$ cat src/shr_pkg.sv
// constants shared by the sealer auxiliary control block
package shr_pkg;
  // wishbone register byte offsets
  localparam logic [7:0] OFF_CTRL = 8'h00;
  localparam logic [7:0] OFF_IMP_LEN = 8'h04;
  localparam logic [7:0] OFF_CYCLES = 8'h08;
  localparam logic [7:0] OFF_STATUS = 8'h0c;
  localparam logic [7:0] OFF_DISPLAY = 8'h10;
  // control field positions
  localparam int CTRL_HOLD_LSB = 0;
  localparam int CTRL_COMP_LSB = 2;
  localparam int CTRL_KEY_LOCK = 4;
  localparam int CTRL_FAHR = 5;
  localparam logic [5:0] CTRL_RESET = 6'h00;
  // hold and compensation modes
  localparam logic [1:0] HOLD_OFF = 2'h0;
  localparam logic [1:0] HOLD_ON = 2'h1;
  localparam logic [1:0] HOLD_2S = 2'h2;
  localparam logic [1:0] COMP_OFF = 2'h0;
  localparam logic [1:0] COMP_MANUAL = 2'h1;
  localparam logic [1:0] COMP_AUTO = 2'h2;
  // measuring impulse length and period in microseconds
  localparam logic [15:0] IMP_LEN_RESET = 16'h06a4;
  localparam logic [15:0] IMP_PERIOD_US = 16'h2710;
  // intervals in milliseconds
  localparam logic [12:0] INIT_MS = 13'h01f4;
  localparam logic [12:0] CONTACTOR_MS = 13'h0032;
  localparam logic [12:0] HOLD_MS = 13'h07d0;
  localparam logic [12:0] BLANK_MS = 13'h0064;
  localparam logic [12:0] COMP_WIN_MS = 13'h07d0;
  localparam logic [12:0] COMP_RUN_MS = 13'h07d0;
  localparam logic [12:0] MENU_HOLD_MS = 13'h07d0;
  localparam logic [12:0] CONFIRM_MS = 13'h0bb8;
  localparam logic [12:0] NOTICE_MS = 13'h1388;
  // counter limit and near-zero output code
  localparam logic [29:0] CYCLE_MAX = 30'h3b9ac9ff;
  localparam logic [11:0] NEAR_ZERO = 12'h000;
  // clock rate
  localparam int CLK_MHZ = 250;
endpackage

$ cat src/shr_top.sv
// sealer auxiliary control: reset, cycle counter, hold, impulses, compensation, locks
//
// Design decisions made here: the Wishbone register port and the register offsets.
`timescale 1ns/1ps
`default_nettype none
// Operation
// - external reset aborts cycle, impulses, errors
// - external reset forces output near zero
// - external reset shows active status
// - calibration continues through external reset
// - 500 ms init refuses new start
// - count start activations, not manual key
// - clear count on enter or overflow
// - hold off shows live temperature
// - hold on shows last phase-end value
// - two-second hold after each phase
// - bar always live, output live outside reset, calibration and compensation
// - hold indicator blanks 100 ms on update
// - impulse length configurable, default 1.7 ms
// - manual compensation needs enter within 2 s
// - compensation 2 s, busy, output near zero
// - automatic compensation after good calibration
// - manual key heats unless locked
// - Fahrenheit only for display, Celsius inside
// - menu held 2 s toggles lock
// - locked menu viewable, changes rejected, notice
// - lock clear at reset, stays until toggled
// - calibration suppresses heat, output near zero
module shr_top #(
  parameter int CLK_PER_US = shr_pkg::CLK_MHZ,
  parameter int US_PER_MS = 1000
) (
  input wire logic clk_sys,
  input wire logic reset_n,
  input wire logic wb_cyc_i,
  input wire logic wb_stb_i,
  input wire logic wb_we_i,
  input wire logic [7:0] wb_adr_i,
  input wire logic [3:0] wb_sel_i,
  input wire logic [31:0] wb_dat_i,
  output logic [31:0] wb_dat_o,
  output logic wb_ack_o,
  input wire logic ext_reset_pin,
  input wire logic start_pin,
  input wire logic line_contactor_pin,
  input wire logic manual_heat_key,
  input wire logic enter_key,
  input wire logic menu_key,
  input wire logic [11:0] actual_temp,
  input wire logic cal_running,
  input wire logic cal_ok,
  input wire logic heat_phase_end,
  input wire logic home_display,
  input wire logic power_up_msg,
  input wire logic counter_viewed,
  input wire logic config_menu_open,
  output logic heat_enable,
  output logic cycle_abort,
  output logic meas_pulse,
  output logic error_contactor,
  output logic ext_reset_active,
  output logic start_refused,
  output logic [11:0] actual_out,
  output logic [11:0] bar_temp,
  output logic [15:0] display_temp,
  output logic hold_indicator,
  output logic comp_prompt,
  output logic comp_busy,
  output logic config_locked,
  output logic config_change_ok,
  output logic lock_confirm,
  output logic lock_notice
);
  logic us_tick, ms_tick;
  logic [5:0] pins_s;
  logic ext_rst_s, start_s, contactor_s, key_man_s, key_ent_s, key_menu_s;
  logic ext_rst_d_reg, start_d_reg, ent_d_reg, menu_open_d_reg;
  logic [5:0] ctrl_reg;
  logic [15:0] imp_len_reg;
  logic [29:0] cycles_reg;
  logic [12:0] init_cnt_reg, cont_cnt_reg, hold_cnt_reg, blank_cnt_reg;
  logic [12:0] win_cnt_reg, comp_cnt_reg, menu_cnt_reg, conf_cnt_reg, note_cnt_reg;
  logic [15:0] imp_us_reg;
  logic held_valid_reg, menu_done_reg;
  logic [11:0] held_val_reg;
  logic [1:0] hold_mode, comp_mode;
  logic key_lock, fahr, start_ok, start_edge, ext_fall, enter_edge, hold_show;

  // decrement on the millisecond tick, stopping at zero
  function automatic logic [12:0] ms_dec(input logic [12:0] v, input logic tick);
    ms_dec = (tick && v != 13'h0000) ? v - 13'h0001 : v;
  endfunction

  // Celsius kept inside, converted only for the display
  function automatic logic [15:0] to_disp(input logic [11:0] c, input logic f);
    logic [15:0] w;
    w = {4'h0, c};
    to_disp = f ? 16'((w * 16'h0009) / 16'h0005 + 16'h0020) : w;
  endfunction

  shr_sync #(.W(6)) u_sync (
    .clk_sys(clk_sys),
    .reset_n(reset_n),
    .din({ext_reset_pin, start_pin, line_contactor_pin, manual_heat_key, enter_key, menu_key}),
    .dout(pins_s)
  );
  assign {ext_rst_s, start_s, contactor_s, key_man_s, key_ent_s, key_menu_s} = pins_s;

  // one common millisecond tick for every millisecond interval; the impulse runs on the microsecond tick
  shr_tick #(.CLK_PER_US(CLK_PER_US), .US_PER_MS(US_PER_MS)) u_tick (
    .clk_sys(clk_sys),
    .reset_n(reset_n),
    .us_tick(us_tick),
    .ms_tick(ms_tick)
  );

  assign hold_mode = ctrl_reg[shr_pkg::CTRL_HOLD_LSB +: 2];
  assign comp_mode = ctrl_reg[shr_pkg::CTRL_COMP_LSB +: 2];
  assign key_lock = ctrl_reg[shr_pkg::CTRL_KEY_LOCK];
  assign fahr = ctrl_reg[shr_pkg::CTRL_FAHR];
  // start allowed outside reset, init and calibration
  assign start_ok = !ext_rst_s && init_cnt_reg == 13'h0000 && !cal_running;
  assign start_edge = start_s && !start_d_reg;
  assign ext_fall = !ext_rst_s && ext_rst_d_reg;
  assign enter_edge = key_ent_s && !ent_d_reg;

  // edge history
  always_ff @(posedge clk_sys) begin
    if (!reset_n) begin
      ext_rst_d_reg <= 1'b0;
      start_d_reg <= 1'b0;
      ent_d_reg <= 1'b0;
      menu_open_d_reg <= 1'b0;
    end else begin
      ext_rst_d_reg <= ext_rst_s;
      start_d_reg <= start_s;
      ent_d_reg <= key_ent_s;
      menu_open_d_reg <= config_menu_open;
    end
  end

  // wishbone slave, ack one cycle after the strobe
  always_ff @(posedge clk_sys) begin
    if (!reset_n) begin
      wb_ack_o <= 1'b0;
      wb_dat_o <= 32'h00000000;
      ctrl_reg <= shr_pkg::CTRL_RESET;
      imp_len_reg <= shr_pkg::IMP_LEN_RESET;
    end else begin
      wb_ack_o <= wb_cyc_i && wb_stb_i && !wb_ack_o;
      if (wb_cyc_i && wb_stb_i && !wb_ack_o) begin
        if (wb_we_i) begin
          if (wb_adr_i == shr_pkg::OFF_CTRL && wb_sel_i[0])
            ctrl_reg <= wb_dat_i[5:0];
          if (wb_adr_i == shr_pkg::OFF_IMP_LEN && wb_sel_i[0])
            imp_len_reg[7:0] <= wb_dat_i[7:0];
          if (wb_adr_i == shr_pkg::OFF_IMP_LEN && wb_sel_i[1])
            imp_len_reg[15:8] <= wb_dat_i[15:8];
          wb_dat_o <= 32'h00000000;
        end else begin
          case (wb_adr_i)
            shr_pkg::OFF_CTRL: wb_dat_o <= {26'h0000000, ctrl_reg};
            shr_pkg::OFF_IMP_LEN: wb_dat_o <= {16'h0000, imp_len_reg};
            shr_pkg::OFF_CYCLES: wb_dat_o <= {2'h0, cycles_reg};
            shr_pkg::OFF_STATUS: wb_dat_o <= {24'h000000, config_locked, comp_busy, comp_prompt,
              hold_indicator, error_contactor, start_refused, ext_reset_active, heat_enable};
            shr_pkg::OFF_DISPLAY: wb_dat_o <= {16'h0000, display_temp};
            default: wb_dat_o <= 32'h00000000;
          endcase
        end
      end
    end
  end

  // init window after release and contactor check window
  always_ff @(posedge clk_sys) begin
    if (!reset_n) begin
      init_cnt_reg <= 13'h0000;
      cont_cnt_reg <= 13'h0000;
      error_contactor <= 1'b0;
    end else begin
      init_cnt_reg <= ext_rst_s ? shr_pkg::INIT_MS : ms_dec(init_cnt_reg, ms_tick);
      cont_cnt_reg <= ext_fall ? shr_pkg::CONTACTOR_MS : ms_dec(cont_cnt_reg, ms_tick);
      if (ext_rst_s)
        error_contactor <= 1'b0;
      else if (cont_cnt_reg == 13'h0001 && ms_tick && !contactor_s)
        error_contactor <= 1'b1;
    end
  end

  // heating request, abort and status flags
  always_ff @(posedge clk_sys) begin
    if (!reset_n) begin
      heat_enable <= 1'b0;
      cycle_abort <= 1'b0;
      ext_reset_active <= 1'b0;
      start_refused <= 1'b1;
    end else begin
      // calibration itself is never aborted here, only heating
      cycle_abort <= ext_rst_s;
      ext_reset_active <= ext_rst_s;
      start_refused <= !start_ok;
      heat_enable <= !ext_rst_s && !cal_running && comp_cnt_reg == 13'h0000 &&
        ((start_s && start_ok) || (key_man_s && home_display && !key_lock));
    end
  end

  // cycle counter counts only the start input
  always_ff @(posedge clk_sys) begin
    if (!reset_n) begin
      cycles_reg <= 30'h00000000;
    end else if (enter_edge && counter_viewed) begin
      cycles_reg <= 30'h00000000;
    end else if (start_edge && start_ok) begin
      cycles_reg <= (cycles_reg == shr_pkg::CYCLE_MAX) ? 30'h00000000 :
        cycles_reg + 30'h00000001;
    end
  end

  // measuring impulse at the start of each period
  always_ff @(posedge clk_sys) begin
    if (!reset_n) begin
      imp_us_reg <= 16'h0000;
      meas_pulse <= 1'b0;
    end else if (ext_rst_s) begin
      imp_us_reg <= 16'h0000;
      meas_pulse <= 1'b0;
    end else begin
      if (us_tick)
        imp_us_reg <= (imp_us_reg >= shr_pkg::IMP_PERIOD_US - 16'h0001) ? 16'h0000 :
          imp_us_reg + 16'h0001;
      meas_pulse <= imp_us_reg < imp_len_reg;
    end
  end

  // held value, two-second window and indicator blanking
  always_ff @(posedge clk_sys) begin
    if (!reset_n) begin
      held_valid_reg <= 1'b0;
      held_val_reg <= 12'h000;
      hold_cnt_reg <= 13'h0000;
      blank_cnt_reg <= 13'h0000;
    end else if (heat_phase_end) begin
      held_valid_reg <= 1'b1;
      held_val_reg <= actual_temp;
      hold_cnt_reg <= shr_pkg::HOLD_MS;
      blank_cnt_reg <= shr_pkg::BLANK_MS;
    end else begin
      hold_cnt_reg <= ms_dec(hold_cnt_reg, ms_tick);
      blank_cnt_reg <= ms_dec(blank_cnt_reg, ms_tick);
    end
  end

  always_comb begin
    case (hold_mode)
      shr_pkg::HOLD_ON: hold_show = held_valid_reg;
      shr_pkg::HOLD_2S: hold_show = hold_cnt_reg != 13'h0000;
      default: hold_show = 1'b0;
    endcase
  end

  // display follows hold, bar stays live, output live outside reset, calibration and compensation
  always_ff @(posedge clk_sys) begin
    if (!reset_n) begin
      display_temp <= 16'h0000;
      hold_indicator <= 1'b0;
      bar_temp <= 12'h000;
      actual_out <= shr_pkg::NEAR_ZERO;
    end else begin
      display_temp <= to_disp(hold_show ? held_val_reg : actual_temp, fahr);
      hold_indicator <= hold_show && blank_cnt_reg == 13'h0000;
      bar_temp <= actual_temp;
      if (ext_rst_s || cal_running || comp_cnt_reg != 13'h0000)
        actual_out <= shr_pkg::NEAR_ZERO;
      else
        actual_out <= actual_temp;
    end
  end

  // phase compensation after a good calibration
  always_ff @(posedge clk_sys) begin
    if (!reset_n) begin
      win_cnt_reg <= 13'h0000;
      comp_cnt_reg <= 13'h0000;
      comp_prompt <= 1'b0;
      comp_busy <= 1'b0;
    end else begin
      if (cal_ok && comp_mode == shr_pkg::COMP_AUTO) begin
        comp_cnt_reg <= shr_pkg::COMP_RUN_MS;
        win_cnt_reg <= 13'h0000;
      end else if (cal_ok && comp_mode == shr_pkg::COMP_MANUAL) begin
        win_cnt_reg <= shr_pkg::COMP_WIN_MS;
      end else if (enter_edge && win_cnt_reg != 13'h0000) begin
        comp_cnt_reg <= shr_pkg::COMP_RUN_MS;
        win_cnt_reg <= 13'h0000;
      end else begin
        win_cnt_reg <= ms_dec(win_cnt_reg, ms_tick);
        comp_cnt_reg <= ms_dec(comp_cnt_reg, ms_tick);
      end
      comp_prompt <= win_cnt_reg != 13'h0000;
      comp_busy <= comp_cnt_reg != 13'h0000;
    end
  end

  // configuration lock toggled by a long menu press at power-up
  always_ff @(posedge clk_sys) begin
    if (!reset_n) begin
      config_locked <= 1'b0;
      menu_cnt_reg <= 13'h0000;
      menu_done_reg <= 1'b0;
      conf_cnt_reg <= 13'h0000;
      note_cnt_reg <= 13'h0000;
    end else begin
      conf_cnt_reg <= ms_dec(conf_cnt_reg, ms_tick); // confirm runs down held or not
      if (!(key_menu_s && power_up_msg)) begin
        menu_cnt_reg <= 13'h0000;
        menu_done_reg <= 1'b0;
      end else if (ms_tick && !menu_done_reg) begin
        if (menu_cnt_reg == shr_pkg::MENU_HOLD_MS - 13'h0001) begin
          config_locked <= !config_locked;
          menu_done_reg <= 1'b1;
          conf_cnt_reg <= shr_pkg::CONFIRM_MS;
        end else begin
          menu_cnt_reg <= menu_cnt_reg + 13'h0001;
        end
      end
      if (config_menu_open && !menu_open_d_reg && config_locked)
        note_cnt_reg <= shr_pkg::NOTICE_MS;
      else
        note_cnt_reg <= ms_dec(note_cnt_reg, ms_tick);
    end
  end

  // lock outputs
  always_ff @(posedge clk_sys) begin
    if (!reset_n) begin
      config_change_ok <= 1'b1;
      lock_confirm <= 1'b0;
      lock_notice <= 1'b0;
    end else begin
      config_change_ok <= !config_locked;
      lock_confirm <= conf_cnt_reg != 13'h0000;
      lock_notice <= note_cnt_reg != 13'h0000;
    end
  end

  AST_RST_OUT: assert property (@(posedge clk_sys) disable iff (!reset_n)
    ext_rst_s |=> actual_out == shr_pkg::NEAR_ZERO) else $error("output not near zero in reset");
  AST_RST_STATUS: assert property (@(posedge clk_sys) disable iff (!reset_n)
    ext_rst_s |=> ext_reset_active && cycle_abort) else $error("reset status missing");
  AST_NO_IMPULSE: assert property (@(posedge clk_sys) disable iff (!reset_n)
    ext_rst_s ##1 ext_rst_s |=> !meas_pulse) else $error("impulse during reset");
  AST_INIT: assert property (@(posedge clk_sys) disable iff (!reset_n)
    ext_fall |=> start_refused [*3]) else $error("start allowed during init");
  AST_COUNT: assert property (@(posedge clk_sys) disable iff (!reset_n)
    start_edge && start_ok && !(enter_edge && counter_viewed) && cycles_reg != shr_pkg::CYCLE_MAX
    |=> cycles_reg == $past(cycles_reg) + 30'h00000001) else $error("cycle not counted");
  AST_HOLD_OFF: assert property (@(posedge clk_sys) disable iff (!reset_n)
    hold_mode == shr_pkg::HOLD_OFF && !fahr |=> display_temp == {4'h0, $past(actual_temp)})
    else $error("display not live with hold off");
  AST_BAR: assert property (@(posedge clk_sys) disable iff (!reset_n)
    1'b1 |=> bar_temp == $past(actual_temp)) else $error("bar not live");
  AST_KEY_LOCK: assert property (@(posedge clk_sys) disable iff (!reset_n)
    key_lock && !start_s |=> !heat_enable) else $error("locked manual key heated");
  AST_CAL: assert property (@(posedge clk_sys) disable iff (!reset_n)
    cal_running |=> !heat_enable && actual_out == shr_pkg::NEAR_ZERO)
    else $error("heat or output during calibration");
  AST_COMP_AUTO: assert property (@(posedge clk_sys) disable iff (!reset_n)
    cal_ok && comp_mode == shr_pkg::COMP_AUTO |=> ##1 comp_busy) else $error("no auto compensation");
  AST_CONFIRM: assert property (@(posedge clk_sys) disable iff (!reset_n)
    ms_tick && conf_cnt_reg != 13'h0000 && !key_menu_s |=> conf_cnt_reg < $past(conf_cnt_reg))
    else $error("lock confirmation not running down");
endmodule
`default_nettype wire

$ cat src/shr_sync.sv
// two flip-flop synchroniser for a group of pin inputs
`timescale 1ns/1ps
`default_nettype none
module shr_sync #(
  parameter int W = 1
) (
  input wire logic clk_sys,
  input wire logic reset_n,
  input wire logic [W-1:0] din,
  output logic [W-1:0] dout
);
  logic [W-1:0] meta_reg;
  // first stage feeds only the second
  always_ff @(posedge clk_sys) begin
    if (!reset_n) begin
      meta_reg <= '0;
      dout <= '0;
    end else begin
      meta_reg <= din;
      dout <= meta_reg;
    end
  end
endmodule
`default_nettype wire

$ cat src/shr_tick.sv
// microsecond and millisecond enable pulses from the system clock
`timescale 1ns/1ps
`default_nettype none
module shr_tick #(
  parameter int CLK_PER_US = 250,
  parameter int US_PER_MS = 1000
) (
  input wire logic clk_sys,
  input wire logic reset_n,
  output logic us_tick,
  output logic ms_tick
);
  logic [11:0] clk_cnt_reg;
  logic [11:0] us_cnt_reg;
  initial begin
    if (CLK_PER_US < 1 || CLK_PER_US > 4096 || US_PER_MS < 1 || US_PER_MS > 4096)
      $error("shr_tick: divider out of range");
  end
  // cascaded dividers
  always_ff @(posedge clk_sys) begin
    if (!reset_n) begin
      clk_cnt_reg <= 12'h000;
      us_cnt_reg <= 12'h000;
      us_tick <= 1'b0;
      ms_tick <= 1'b0;
    end else begin
      us_tick <= 1'b0;
      ms_tick <= 1'b0;
      if (clk_cnt_reg == 12'(CLK_PER_US - 1)) begin
        clk_cnt_reg <= 12'h000;
        us_tick <= 1'b1;
        if (us_cnt_reg == 12'(US_PER_MS - 1)) begin
          us_cnt_reg <= 12'h000;
          ms_tick <= 1'b1;
        end else begin
          us_cnt_reg <= us_cnt_reg + 12'h001;
        end
      end else begin
        clk_cnt_reg <= clk_cnt_reg + 12'h001;
      end
    end
  end
endmodule
`default_nettype wire

$ cat config.mk
export PLATFORM = sky130hd
export DESIGN_NAME = shr_top
export DESIGN_NICKNAME = d
export VERILOG_FILES = /design/src/shr_pkg.sv /design/src/shr_top.sv /design/src/shr_sync.sv /design/src/shr_tick.sv
export SDC_FILE = /design/constraint.sdc
export NUM_CORES = 1
export LEC_CHECK = 0
export BUFFER_PORTS_ARGS = -buffer_cell sky130_fd_sc_hd__buf_2
export CELL_PAD_IN_SITES_DETAIL_PLACEMENT = 1
export CELL_PAD_IN_SITES_GLOBAL_PLACEMENT = 1
export CORE_MARGIN = 5
export CORE_UTILIZATION = 41
export CTS_CLUSTER_DIAMETER = 100
export CTS_CLUSTER_SIZE = 25
export DETAILED_ROUTE_END_ITERATION = 10
export PLACE_DENSITY_LB_ADDON = 0.1
export REMOVE_ABC_BUFFERS = 1
export SYNTH_ARGS = -nofsm -noshare
export SYNTH_HDL_FRONTEND = slang
export SYNTH_SLANG_ARGS = --single-unit
$ cat constraint.sdc
create_clock -name clk_sys -period 9.18 [get_ports clk_sys]
set_input_delay 0.459 -clock clk_sys [delete_from_list [all_inputs] [get_ports clk_sys]]
set_output_delay 0.459 -clock clk_sys [all_outputs]
set_load 0.005 [all_outputs]
* After elaboration in Yosys (flattened, before gate mapping)
Index checks and enable logic that the tools add are counted.
Operators by class: multipliers 1, $lt $le $gt $ge 2, multiplexer cells 31, equality and inequality tests 14, $add $sub $neg 14, reductions and logical operators 90, div/mod/pow operators 1, bitwise operators 3
Operators with widths (number):
- 30-bit one-hot mux with 5 select lines | 1
- 13-bit 2-to-1 mux | 8
- 13-bit nonzero test | 8
- 13-bit by 1-bit subtractor with 13-bit output, second input constant | 8
- 11-bit 2-to-1 mux | 7
- 30-bit 2-to-1 mux | 2
- 13-bit logical NOT | 3
- 1-bit logical AND | 36
- 12-bit 2-to-1 mux | 3
- 30-bit by 1-bit adder with 30-bit output, second input constant | 1
- 30-bit equality test, second input constant | 1
- 12-bit by 1-bit adder with 12-bit output, second input constant | 2
- 9-bit 2-to-1 mux | 2
- 16-bit by 1-bit adder with 16-bit output, second input constant | 1
- 16-bit by 6-bit adder with 16-bit output, second input constant | 1
- 16-bit by 3-bit divider with 16-bit output, second input constant | 1
- 8-bit by 4-bit equality test with 1-bit output, second input constant | 2
- 16-bit by 14-bit >= comparator with 1-bit output, second input constant | 1
- 16-bit < comparator | 1
- 12-bit by 4-bit multiplier with 16-bit output, second input constant | 1
- 16-bit 2-to-1 mux | 1
- 2-bit OR reduction | 8
- 7-bit 2-to-1 mux | 2
- 2-bit AND reduction | 7
- 21 further kinds | 48
Word-level totals: input port bits 74, logic and storage cells 207, bits in registers 325, output and inout port bits 86

* Longest topological paths before layout
Gate-level depths: netlist (run 1).
depth after elaboration 7, depth in mapped cells 46, depth with buffers taken out 42

* Cells and area by module
Synthesis (run 1) repeated with hierarchy kept, for this count alone.
Second synthesis, totals: cell total of the unflattened synthesis 2000, area, all modules 16848.7 um^2
By module, submodules not included:
- shr_top | times used 1, area an instance 15284.7 um^2, seq. area each 5685.5 um^2, cells an instance 1838
- shr_tick | times used 1, area an instance 1227.4 um^2, seq. area each 520.5 um^2, cells an instance 137
- shr_sync | times used 1, area an instance 336.6 um^2, seq. area each 240.2 um^2, cells an instance 25

* Least setup slack after synthesis (run 1)
Ideal clock, no wire load.
kind reg-to-reg, start point register ctrl_reg[1], end point register display_temp[0], path slack 0.296 ns, setup time 0.126 ns, buffers on the path 4, arrival 8.758 ns, data required time 9.054 ns, period minus slack after synthesis 8.884 ns, cell stages (with the launch flop) 46, cell sequence dfxtp_1 inv_1 ha_1 a211oi_1 nand4_2 nand2_2 buf_1 mux2_2 inv_1 xnor2_1 ha_1 inv_1 fa_1 nor2b_1 o2111a_2 o21ai_1 or3_1 mux2_2 [... 10 more ...] o32ai_1 o22ai_1 buf_6 or2_2 a21oi_1 a31oi_1 ha_1 nor2_1 nor2_1 a211o_2 xnor2_1 inv_1 ha_1 o21ai_0 o21a_1 o311a_1 a21boi_1 o31ai_1
On the way: cells in the longest elaborated chain, start to end 7, elaborated cells between the ends (all ways) 8, classes of those cells add/sub: 1; mul: 1; div: 1; eq/ne: 2; mux: 3
RTL lines:
- start: declaration | line shr_top.sv:78 | logic [5:0] ctrl_reg;
- start signal: assignment | line shr_top.sv:147 | ctrl_reg <= shr_pkg::CTRL_RESET;
- start signal: assignment | line shr_top.sv:154 | ctrl_reg <= wb_dat_i[5:0];
- 2-bit equality test or 2-bit by 1-bit equality test with 1-bit output (tied branches) | line shr_top.sv:255 | case (hold_mode)
- 1-bit one-hot mux with 2 select lines * | line shr_top.sv:255
- 12-bit 2-to-1 mux * | line shr_top.sv:270 | display_temp <= to_disp(hold_show ? held_val_reg : actual_temp, fahr);
- 12-bit by 4-bit multiplier with 16-bit output | line shr_top.sv:98 | to_disp = f ? 16'((w * 16'h0009) / 16'h0005 + 16'h0020) : w;
- 16-bit by 3-bit divider with 16-bit output | line shr_top.sv:98
- 16-bit by 6-bit adder with 16-bit output | line shr_top.sv:98
- 12-bit 2-to-1 mux * | line shr_top.sv:98
- end signal: assignment | line shr_top.sv:270
- end: declaration | line shr_top.sv:65 | output logic [15:0] display_temp,
Every way passes the cells marked *; elsewhere a longest branch is shown, timed or not. A chain may end at the register's enable or synchronous reset.

* Worst setup path in the final report (run 1)
start point register ctrl_reg[0], end point register display_temp[0]
The elaborated chain is that of the path after synthesis.

==> results.tsv, run 1 <==
stage	metric	value	unit
outcome	status	finished clean	
clock_network	H-tree depth	1	
sta	Worst slew margin	25.0	%
routing	Vias	14800	
critical_path	kind of cell adding the most delay to the critical path	compound AO/OA/AOI/OAI gates	
routing	final antenna-violating net count	0	
critical_path	peak fanout along the critical path	8	
logic_synthesis	leading area contributor after synthesis	dfxtp_1	
cells_and_area	fraction of layout cells with a size suffix above 1	18.2	%
clock_network	clock latency at the later pin of the worst-skew pair	0.53	ns
critical_path	CP Launch Type	register	
critical_path	Data required, critical path	9.59	ns
sta	Final Skew	0.0376	ns
clock_network	clock slew seen by the registers of the worst setup and hold paths	0.10	ns
clock_network	clock sink total	322	
critical_path	worst setup path category	register to register	
floorplan	row count	73	
sta	Final Hold Vio Count	0	
sta	Setup Viol. Count Final	0	
sta	Fmax	112	MHz
power	final total power	3.87	mW
critical_path	Crit. End Element	register	
placed_design	placed cells	2620	
critical_path	crit path DAT	9.34	ns
logic_synthesis	Top FF cell, synth	dfxtp_1	
sta	Setup WS post-layout	0.248	ns
placed_design	Final GP Congestion	0.852	
critical_path	CP dominant cell by count	buf_4	
cells_and_area	fin cells	2669	
cells_and_area	FILL cells	4794	
job	maxcap violations	0	
logic_synthesis	Synth warnings	0	
critical_path	WP buf/inv	6	
power	Power Density	204	nW/um^2
sta	final hold slack	0.141	ns
placed_design	Post-DP Area	18100	sq um
critical_path	slowest cell on the critical path	a2111oi_0	
clock_network	Root Buffer	clkbuf_16	
sta	setup TNS	0	ns
sta	crit path time final	8.93	ns
grt	pin count of the biggest net entering global routing	96	
routing	routed vias/inst	5.53	
power	worst vdd ir	0.000294	V
logic_synthesis	Yosys top cell area share	39.4	%
placed_design	Place WS	-0.0457	ns
logic_synthesis	Post-Synthesis Cells	1943	
clock_network	CTS tree	done	
sta	final slew viol count	0	
critical_path	worst r2r path cells	40	
logic_synthesis	Mean Syn Cell Area	8.43	sq um
logic_synthesis	number of flops mapped to enable cells by yosys	0	
routing	final WL	50000	microns
clock_network	Num CTS Buffers	17	
placed_design	IO buf count	138	
grt	global-route wire length before repair	79600	microns
critical_path	instance count on the critical path	40	
cells_and_area	final core occ	48.0	%
floorplan	Die Area	44000	sq um
logic_synthesis	Post-Synthesis Cell Area	16400	sq um
floorplan	Top Ports	160	
sta	part of the cycle the worst path needs	97.3	%
cells_and_area	area grow syn2layout	16.1	%
clock_network	# hold bufs at CTS	0	
cells_and_area	nets@finish	2271	
placed_design	post-DP HPWL	37500	microns
logic_synthesis	Synth area leaders	dfxtp_1 39%, nor2_1 7.3%, xnor2_1 4.6%	
worst_hold_path	worst hold path depth	2	
worst_hold_path	type of the most critical hold path	input pin to register	
grt	total gr overflow	0	
cells_and_area	design area	19000	sq um
routing	Iter 0 DRT Violations	747	
floorplan	initial core utilization	41.3	%
logic_synthesis	Synth Register Bits	322	
floorplan	core area	39600	sq um
grt	vias in the first global route	15000	
logic_synthesis	Async SR Flop Fraction	0	%
routing	DR WL/cell	18.7	microns
floorplan	chip width	210	microns
sta	worst slew pin tran	1.12	ns
clock_network	clock buffer depth	3	
power	Lkg Pwr	7.62	nW
critical_path	crit-path max cell delay	0.69	ns
floorplan	Die Y	210	microns
routing	DRC	0	
grt	initial antenna violation count	1	
logic_synthesis	sequential fraction of the synthesis area	39.4	%
logic_synthesis	Netlist cell types	101	
routing	first-pass iteration count of the detailed router	5	
grt	GR Util All Layers	21.6	%
-- worst register-to-register path: cells and delay by family (launching register included) --
kind	cells	cell delay, ns
buffers and inverters	6	0.80
DFF	1	0.37
AOI/OAI and AO/OA	17	3.89
xor gates and xnor gates	1	0.19
muxes	3	0.81
and+or+nand+nor	8	1.38
adders and majority gates	5	1.38
-- metal layers --
layer  GRT usage (%)  up-vias  wire, microns
li1                -     7225              -
met1            29.2     7288          23600
met2            37.2      200          23800
met3            2.44       59           1590
met4            4.68        0           1100
met5               0        -              0
-- Yosys cell counts (8+ instances only) --
cell type,count
a211oi_1,30
a21o_1,12
a21oi_1,113
a222oi_1,8
a22oi_1,24
a31oi_1,10
and2_1,53
and3_1,19
and4_1,8
clkbuf_1,63
dfxtp_1,322
ha_1,55
inv_1,67
mux2_2,12
mux2i_1,51
nand2_1,127
nand2b_1,14
nand3_1,67
nand4_1,31
nor2_1,320
nor2b_1,13
nor3_1,51
nor4_1,39
o211ai_1,12
o21a_1,9
o21ai_0,58
or2_2,11
or3_1,28
or4_1,8
xnor2_1,86
xor2_1,69
-- kinds of logic (layout without fill, tap and decap cells) --
kind of cell / Yosys count / in the layout / share of synthesized area [%]
multiplexers: 65 / 65 / 4.12
adder cells (fa/ha/maj): 58 / 58 / 4.45
buffers and inverters: 154 / 350 / 4.01
other: 1 / 5 / 0.0229
AO/OA/AOI/OAI: 365 / 365 / 15.0
XOR/XNOR: 156 / 156 / 8.39
flip-flops: 322 / 322 / 39.4
AND/OR/NAND/NOR: 822 / 823 / 24.6
-- report_power, final --
group | internal, mW | leakage, nW | total (mW) | switching (mW)
clock network | 0.348 | 0.231 | 0.832 | 0.484
logic | 0.754 | 4.77 | 1.60 | 0.850
registers | 1.42 | 2.61 | 1.44 | 0.0187
total | 2.52 | 7.62 | 3.87 | 1.35
-- cell type report --
class                   instances  area, sq um  area share (%)
multi-input cells            1471         9560            50.3
inverters                      70          268            1.41
clock inverters                 3         40.0           0.211
flip-flops and latches        322         6450            33.9
diodes                          1         2.50          0.0132
well taps                     525          657            3.46
clock buffers                  18          429            2.26
repair buffers                259         1600            8.44
-- cell usage in the layout, fill, tap and decap left out, types with 9 or more instances in the layout --
cell type / instances
buf_4: 118
and2_1: 51
nand2_1: 125
dfxtp_1: 322
nor2b_1: 12
a211oi_2: 10
ha_1: 52
or2_2: 11
a211oi_1: 22
a21o_1: 12
a31oi_1: 9
nand3_1: 66
and3_1: 17
nor3_1: 49
mux2i_1: 50
o21ai_0: 57
o211ai_1: 12
or3_1: 27
a22oi_1: 23
buf_2: 139
xor2_1: 69
clkbuf_16: 17
o21a_1: 9
inv_1: 65
nor4_1: 38
a21oi_1: 108
xnor2_1: 85
nor2_1: 318
nand4_1: 31
nand2b_1: 14
-- what timing repair did --
action                                  CTS  global route
gates resized for setup                   1            63
cloned                                    0             2
buffers inserted                          2            23
endpoints found under the hold margin     0             0
endpoints found under the setup margin    1             2
pin swaps                                 1            27
-- path summary, 6_finish.rpt --
path / slack [ns] / start / endpoint
worst min-delay path: 0.14 / ext_reset_pin / u_sync.meta_reg[5]$_SDFF_PN0_
worst min register to register: 0.43 / u_sync.meta_reg[1]$_SDFF_PN0_ / u_sync.dout[1]$_SDFF_PN0_
worst max register to register: 0.25 / ctrl_reg[0]$_SDFFE_PN0P_ / display_temp[0]$_SDFF_PN0_
worst max-delay path: 0.25 / ctrl_reg[0]$_SDFFE_PN0P_ / display_temp[0]$_SDFF_PN0_
Power figures use the tool's default switching activity.
==> run 2, diff against run 1 <==
- ABC_AREA: default -> 1
- CORE_UTILIZATION: 41 -> 39
==> results.tsv, run 2 <==
stage	metric	value	unit
sta	part of the cycle the worst path needs	93.5	%
logic_synthesis	Synth Register Bits	322	
critical_path	critical path endpoint	display_temp[0]$_SDFF_PN0_	
logic_synthesis	number of flops mapped to enable cells by yosys	0	
cells_and_area	fin cells	2996	
sta	Setup Viol. Count Final	0	
floorplan	chip width	214	microns
power	Lkg Pwr	8.36	nW
clock_network	CTS tree	done	
floorplan	core area	40900	sq um
floorplan	Die Area	45700	sq um
clock_network	Root Buffer	clkbuf_16	
clock_network	clock sink total	322	
floorplan	Top Ports	160	
sta	Worst slew margin	29.9	%
clock_network	clock latency at the later pin of the worst-skew pair	0.54	ns
grt	global-route wire length before repair	79000	microns
sta	final slew viol count	0	
critical_path	peak fanout along the critical path	6	
routing	final WL	49800	microns
power	final total power	7.51	mW
critical_path	r2r startpoint	hold_cnt_reg[1]$_SDFFE_PP0P_	
clock_network	clock buffer depth	3	
grt	GR Util All Layers	20.9	%
cells_and_area	fraction of layout cells with a size suffix above 1	15.4	%
worst_hold_path	min-delay src	ext_reset_pin	
clock_network	H-tree depth	1	
power	sw power	3.65	mW
sta	Final Skew	0.0304	ns
outcome	status	finished clean	
power	worst vdd ir	0.000806	V
critical_path	Crit. End Element	register	
power	Logic pwr share	69.5	%
critical_path	crit path DAT	8.99	ns
logic_synthesis	Async SR Flop Fraction	0	%
grt	initial antenna violation count	3	
sta	worst slew pin tran	1.04	ns
power	switching portion of total power	48.6	%
routing	wl on met1	23500	microns
placed_design	Final GP Congestion	0.840	
power	Power Density	403	nW/um^2
grt	total gr overflow	0	
logic_synthesis	Mean Syn Cell Area	7.07	sq um
grt	vias in the first global route	15600	
logic_synthesis	Yosys top cell area share	39.8	%
critical_path	reg2reg end	display_temp[0]$_SDFF_PN0_	
critical_path	slowest cell on the critical path	fa_2	
cells_and_area	commonest non-fill, non-tap cell in the layout	nand2_1	
critical_path	CP dominant cell by count	nand2_2	
sta	final hold slack	0.0965	ns
power	Int Power	3.86	mW
logic_synthesis	sequential fraction of the synthesis area	39.8	%
critical_path	worst setup path start	hold_cnt_reg[1]$_SDFFE_PP0P_	
placed_design	IO buf count	138	
routing	DR WL met2	23900	microns
critical_path	CP Launch Type	register	
logic_synthesis	Synth top cells by count	413 x nand2_1, 369 x inv_1, 322 x dfxtp_1	
routing	uppermost layer routed	met5	
routing	DRC	0	
critical_path	r2r setup slk	0.60	ns
floorplan	Die Y	214	microns
routing	DR WL/cell	16.6	microns
power	clock power share	11.4	%
sta	Fmax	117	MHz
critical_path	worst setup path category	register to register	
sta	crit path time final	8.58	ns
clock_network	# hold bufs at CTS	0	
critical_path	crit-path max cell delay	0.38	ns
job	maxcap violations	0	
clock_network	clock slew seen by the registers of the worst setup and hold paths	0.10	ns
logic_synthesis	Synth warnings	0	
floorplan	initial core utilization	39.6	%
critical_path	Data required, critical path	9.59	ns
routing	first-pass iteration count of the detailed router	5	
routing	routed vias/inst	5.13	
placed_design	post-DP HPWL	38400	microns
sta	Final Hold Vio Count	0	
logic_synthesis	top-count cell post-synth	nand2_1	
cells_and_area	most frequent cells in the layout	390 x nand2_1, 360 x inv_1, 319 x dfxtp_1, 277 x nor2_1, 162 x a21oi_1	
logic_synthesis	Post-Synthesis Cells	2289	
worst_hold_path	type of the most critical hold path	input pin to register	
floorplan	row count	74	
critical_path	worst r2r path cells	84	
clock_network	Num CTS Buffers	17	
logic_synthesis	Netlist cell types	60	
logic_synthesis	Top FF cell, synth	dfxtp_1	
routing	final antenna-violating net count	0	
logic_synthesis	Synth area leaders	dfxtp_1 40%, nand2_1 9.6%, inv_1 8.6%	
power	share of power burned in registers	19.1	%
cells_and_area	area grow syn2layout	15.3	%
placed_design	placed cells	2951	
routing	Iter 0 DRT Violations	711	
grt	pin count of the biggest net entering global routing	44	
cells_and_area	nets@finish	2589	
logic_synthesis	leading area contributor after synthesis	dfxtp_1	
routing	Vias	15400	
routing	DR WL met3	1500	microns
logic_synthesis	Post-Synthesis Cell Area	16200	sq um
-- run 2: timing repair --
action                     CTS  global route
resized for setup            2            96
setup endpoints to repair    1             2
gates cloned                 0             2
pin swaps                    0            41
buffers inserted             1            18
-- run 2: stage by stage --
step	setup slack, ns	instance area, sq um	TNS [ns]	util (%)
after floorplan	1.26	16000	0	-
after global placement	0.422	17600	0	43.1
after detailed placement	0.0676	17600	0	43.1
after CTS	0.0176	18100	0	44.3
after global routing	-0.164	18700	-0.189	45.6
final	0.600	18700	0	45.6
-- run 2: worst min path at each step --
stage | cells after the start | to
detailed placement | 2 | u_sync.dout[0]$_SDFF_PN0_
finish | 3 | u_sync.meta_reg[5]$_SDFF_PN0_
floorplan | 2 | u_sync.dout[0]$_SDFF_PN0_
global placement | 2 | u_sync.dout[0]$_SDFF_PN0_
CTS | 3 | u_sync.meta_reg[5]$_SDFF_PN0_
global route | 3 | u_sync.meta_reg[5]$_SDFF_PN0_
-- run 2: logic make-up after synthesis --
kind of cell / Yosys count / share of synthesized area [%]
adder cells (fa/ha/maj): 56 / 4.37
AND/OR/NAND/NOR: 1031 / 28.8
XOR/XNOR: 35 / 1.89
buffers and inverters: 427 / 10.0
other: 1 / 0.0232
flip-flops: 322 / 39.8
AO/OA/AOI/OAI: 417 / 15.0
-- run 2: layer usage --
layer	vias up	GRT usage [%]
met1	7399	28.0
met4	2	4.34
met2	143	36.5
met3	58	2.56
li1	7768	-
met5	-	0
-- run 2: critical path: cells and delay by family, from the launching register on --
kind	cells	cell delay (ns)
simple gates	62	5.39
fa+ha+maj	5	1.10
buf+inv	13	0.92
compound gates	4	0.66
flops	1	0.35
-- run 2: layout make-up --
class	count	area (sq um)
clock inverters	5	71.3
clock buffers	17	425
well taps	532	666
flip-flops and latches	322	6450
diodes	2	5.00
fillers	5257	22300
repair buffers	187	1070
inverters	386	1460
multi-input cells	1545	8510
-- run 2: power groups by stage --
| stage | logic (mW) | registers [mW] | clock network [mW] |
|---|---|---|---|
| 2_1_floorplan | 3.30 | 1.46 | 0 |
| 3_3_place_gp | 4.34 | 1.47 | 0 |
| 3_5_place_dp | 4.47 | 1.47 | 0 |
| 4_1_cts | 4.49 | 1.44 | 0.889 |
| 5_1_grt | 5.88 | 1.44 | 0.945 |
| 6_report | 5.22 | 1.44 | 0.856 |
==> run 3, diff against run 2 <==
- ABC_AREA: 1 -> default
- CORE_UTILIZATION: 39 -> 41
- MAX_ROUTING_LAYER: default -> met4
==> results.tsv, run 3 (same netlist as run 1, synthesis figures left out) <==
stage	metric	value	unit
grt	total gr overflow	0	
sta	Final Hold Vio Count	0	
critical_path	peak fanout along the critical path	7	
clock_network	H-tree depth	1	
critical_path	CP Launch Type	register	
grt	vias in the first global route	15000	
cells_and_area	nets@finish	2256	
power	final total power	3.87	mW
sta	setup TNS	0	ns
worst_hold_path	type of the most critical hold path	input pin to register	
sta	unrepaired setup endpoints after global routing	yes	
grt	initial antenna violation count	1	
cells_and_area	FILL cells	4792	
clock_network	Num CTS Buffers	18	
clock_network	clock latency at the later pin of the worst-skew pair	0.55	ns
sta	crit path time final	8.88	ns
cells_and_area	fin cells	2655	
routing	Iter 0 DRT Violations	786	
critical_path	crit path DAT	9.28	ns
critical_path	Crit. End Element	register	
power	clock power share	22.6	%
placed_design	Final GP Congestion	0.870	
sta	final slew viol count	0	
worst_hold_path	worst hold path depth	2	
floorplan	Die Area	44000	sq um
placed_design	Post-DP Area	18000	sq um
critical_path	slowest cell on the critical path	or4_4	
routing	final WL	49700	microns
clock_network	clock buffer depth	3	
cells_and_area	fraction of layout cells with a size suffix above 1	17.4	%
sta	part of the cycle the worst path needs	96.8	%
power	Logic pwr share	40.2	%
cells_and_area	area grow syn2layout	15.6	%
clock_network	CTS tree	done	
clock_network	Root Buffer	clkbuf_16	
floorplan	Top Ports	160	
grt	GR Util All Layers	22.3	%
floorplan	initial core utilization	41.3	%
critical_path	worst r2r path cells	39	
power	share of power burned in registers	37.2	%
critical_path	crit-path max cell delay	0.57	ns
routing	first-pass iteration count of the detailed router	5	
job	maxcap violations	0	
placed_design	post-DP HPWL	37300	microns
grt	global-route wire length before repair	79700	microns
routing	DRC	0	
routing	final antenna-violating net count	0	
power	worst vdd ir	0.000243	V
placed_design	placed cells	2617	
critical_path	Data required, critical path	9.58	ns
cells_and_area	most frequent cells in the layout	320 x dfxtp_1, 318 x nor2_1, 138 x buf_2, 126 x nand2_1, 110 x a21oi_1	
routing	Vias	14600	
routing	DR WL/cell	18.7	microns
routing	routed vias/inst	5.49	
outcome	status	finished clean	
sta	Worst slew margin	20.7	%
clock_network	clock slew seen by the registers of the worst setup and hold paths	0.10	ns
floorplan	row count	73	
sta	Final Skew	0.0383	ns
power	Int Power	2.52	mW
clock_network	clock sink total	322	
sta	final hold slack	0.132	ns
clock_network	# hold bufs at CTS	0	
sta	worst slew pin tran	1.18	ns
grt	pin count of the biggest net entering global routing	93	
power	sw power	1.35	mW
floorplan	Die Y	210	microns
power	Lkg Pwr	7.56	nW
power	switching portion of total power	34.9	%
placed_design	IO buf count	138	
power	Power Density	205	nW/um^2
sta	Setup Viol. Count Final	0	
sta	Fmax	113	MHz
cells_and_area	commonest non-fill, non-tap cell in the layout	dfxtp_1	
critical_path	worst setup path category	register to register	
floorplan	chip width	210	microns
floorplan	core area	39600	sq um
cells_and_area	design area	18900	sq um
run 3: cell types whose count changed in the layout (fill, tap and decap cells not counted), sizes merged, moves of 39 or more:
cell | before | now
nand2 | 471 | 130
a21oi | 167 | 113
inv | 384 | 72
o21ai | 124 | 65
mux2i | 0 | 52
xor2 | 23 | 69
nand3 | 107 | 68
buf | 187 | 243
and2 | 2 | 54
xnor2 | 12 | 87
run 3: what timing repair did:
item	in CTS	in global routing
gates resized for setup	4	48
gates cloned	1	0
pin swaps	1	15
endpoints found under the setup margin	2	2
buffers inserted	0	13
run 3: worst paths after layout:
check,startpoint,slack (ns),end
setup / recovery,hold_cnt_reg[0]$_SDFFE_PP0P_,0.30,display_temp[0]$_SDFF_PN0_
hold / removal,manual_heat_key,0.13,u_sync.meta_reg[2]$_SDFF_PN0_
setup reg to reg,hold_cnt_reg[0]$_SDFFE_PP0P_,0.30,display_temp[0]$_SDFF_PN0_
hold reg to reg,u_sync.meta_reg[4]$_SDFF_PN0_,0.45,u_sync.dout[4]$_SDFF_PN0_
run 3: worst max-delay path, delay by kind of cell, from the launching register on:
| kind | cells | cell delay (ns) |
|---|---|---|
| flip-flops | 1 | 0.35 |
| buffers and inverters | 5 | 0.64 |
| multiplexers | 1 | 0.42 |
| XOR/XNOR | 1 | 0.16 |
| AO/OA/AOI/OAI | 13 | 2.75 |
| adder cells (fa/ha/maj) | 5 | 1.26 |
| AND/OR/NAND/NOR | 14 | 3.14 |
run 3: area by class of cell:
cell class                      instances  area [sq um]  share of cell area [%]
Clock inverter                          5          73.8                   0.390
Antenna cell                            1          2.50                  0.0132
Clock buffer                           18           450                    2.38
Tap cell                              525           657                    3.47
Sequential cell                       322          6450                    34.1
Inverter                               70           268                    1.41
Multi-Input combinational cell       1471          9530                    50.4
Timing Repair Buffer                  243          1490                    7.88
run 3: routing by layer:
| metal | up-vias | part of all wire (%) | global-route usage [%] |
|---|---|---|---|
| li1 | 7193 | - | - |
| met1 | 7145 | 47 | 29.5 |
| met2 | 189 | 48 | 37.5 |
| met3 | 49 | 3.6 | 2.21 |
| met4 | 0 | 2.0 | 4.66 |
| met5 | - | 0 | - |
run 3: power by group through the flow:
stage / sequential [mW] / combinational [mW] / clock [mW]
final: 1.44 / 1.56 / 0.877
after global routing: 1.44 / 1.71 / 0.951
after CTS: 1.44 / 1.44 / 0.911
after detailed placement: 1.47 / 1.44 / 0
after global placement: 1.47 / 1.40 / 0
after floorplan: 1.47 / 0.875 / 0
run 3: through the flow:
stage | worst slack, ns | util (%)
2_1_floorplan | 0.280 | -
4_1_cts | 0.00226 | 46.9
6_report | 0.297 | 47.7
3_5_place_dp | -0.0579 | 45.5
5_1_grt | -0.189 | 47.7
3_3_place_gp | 0.0903 | 45.5
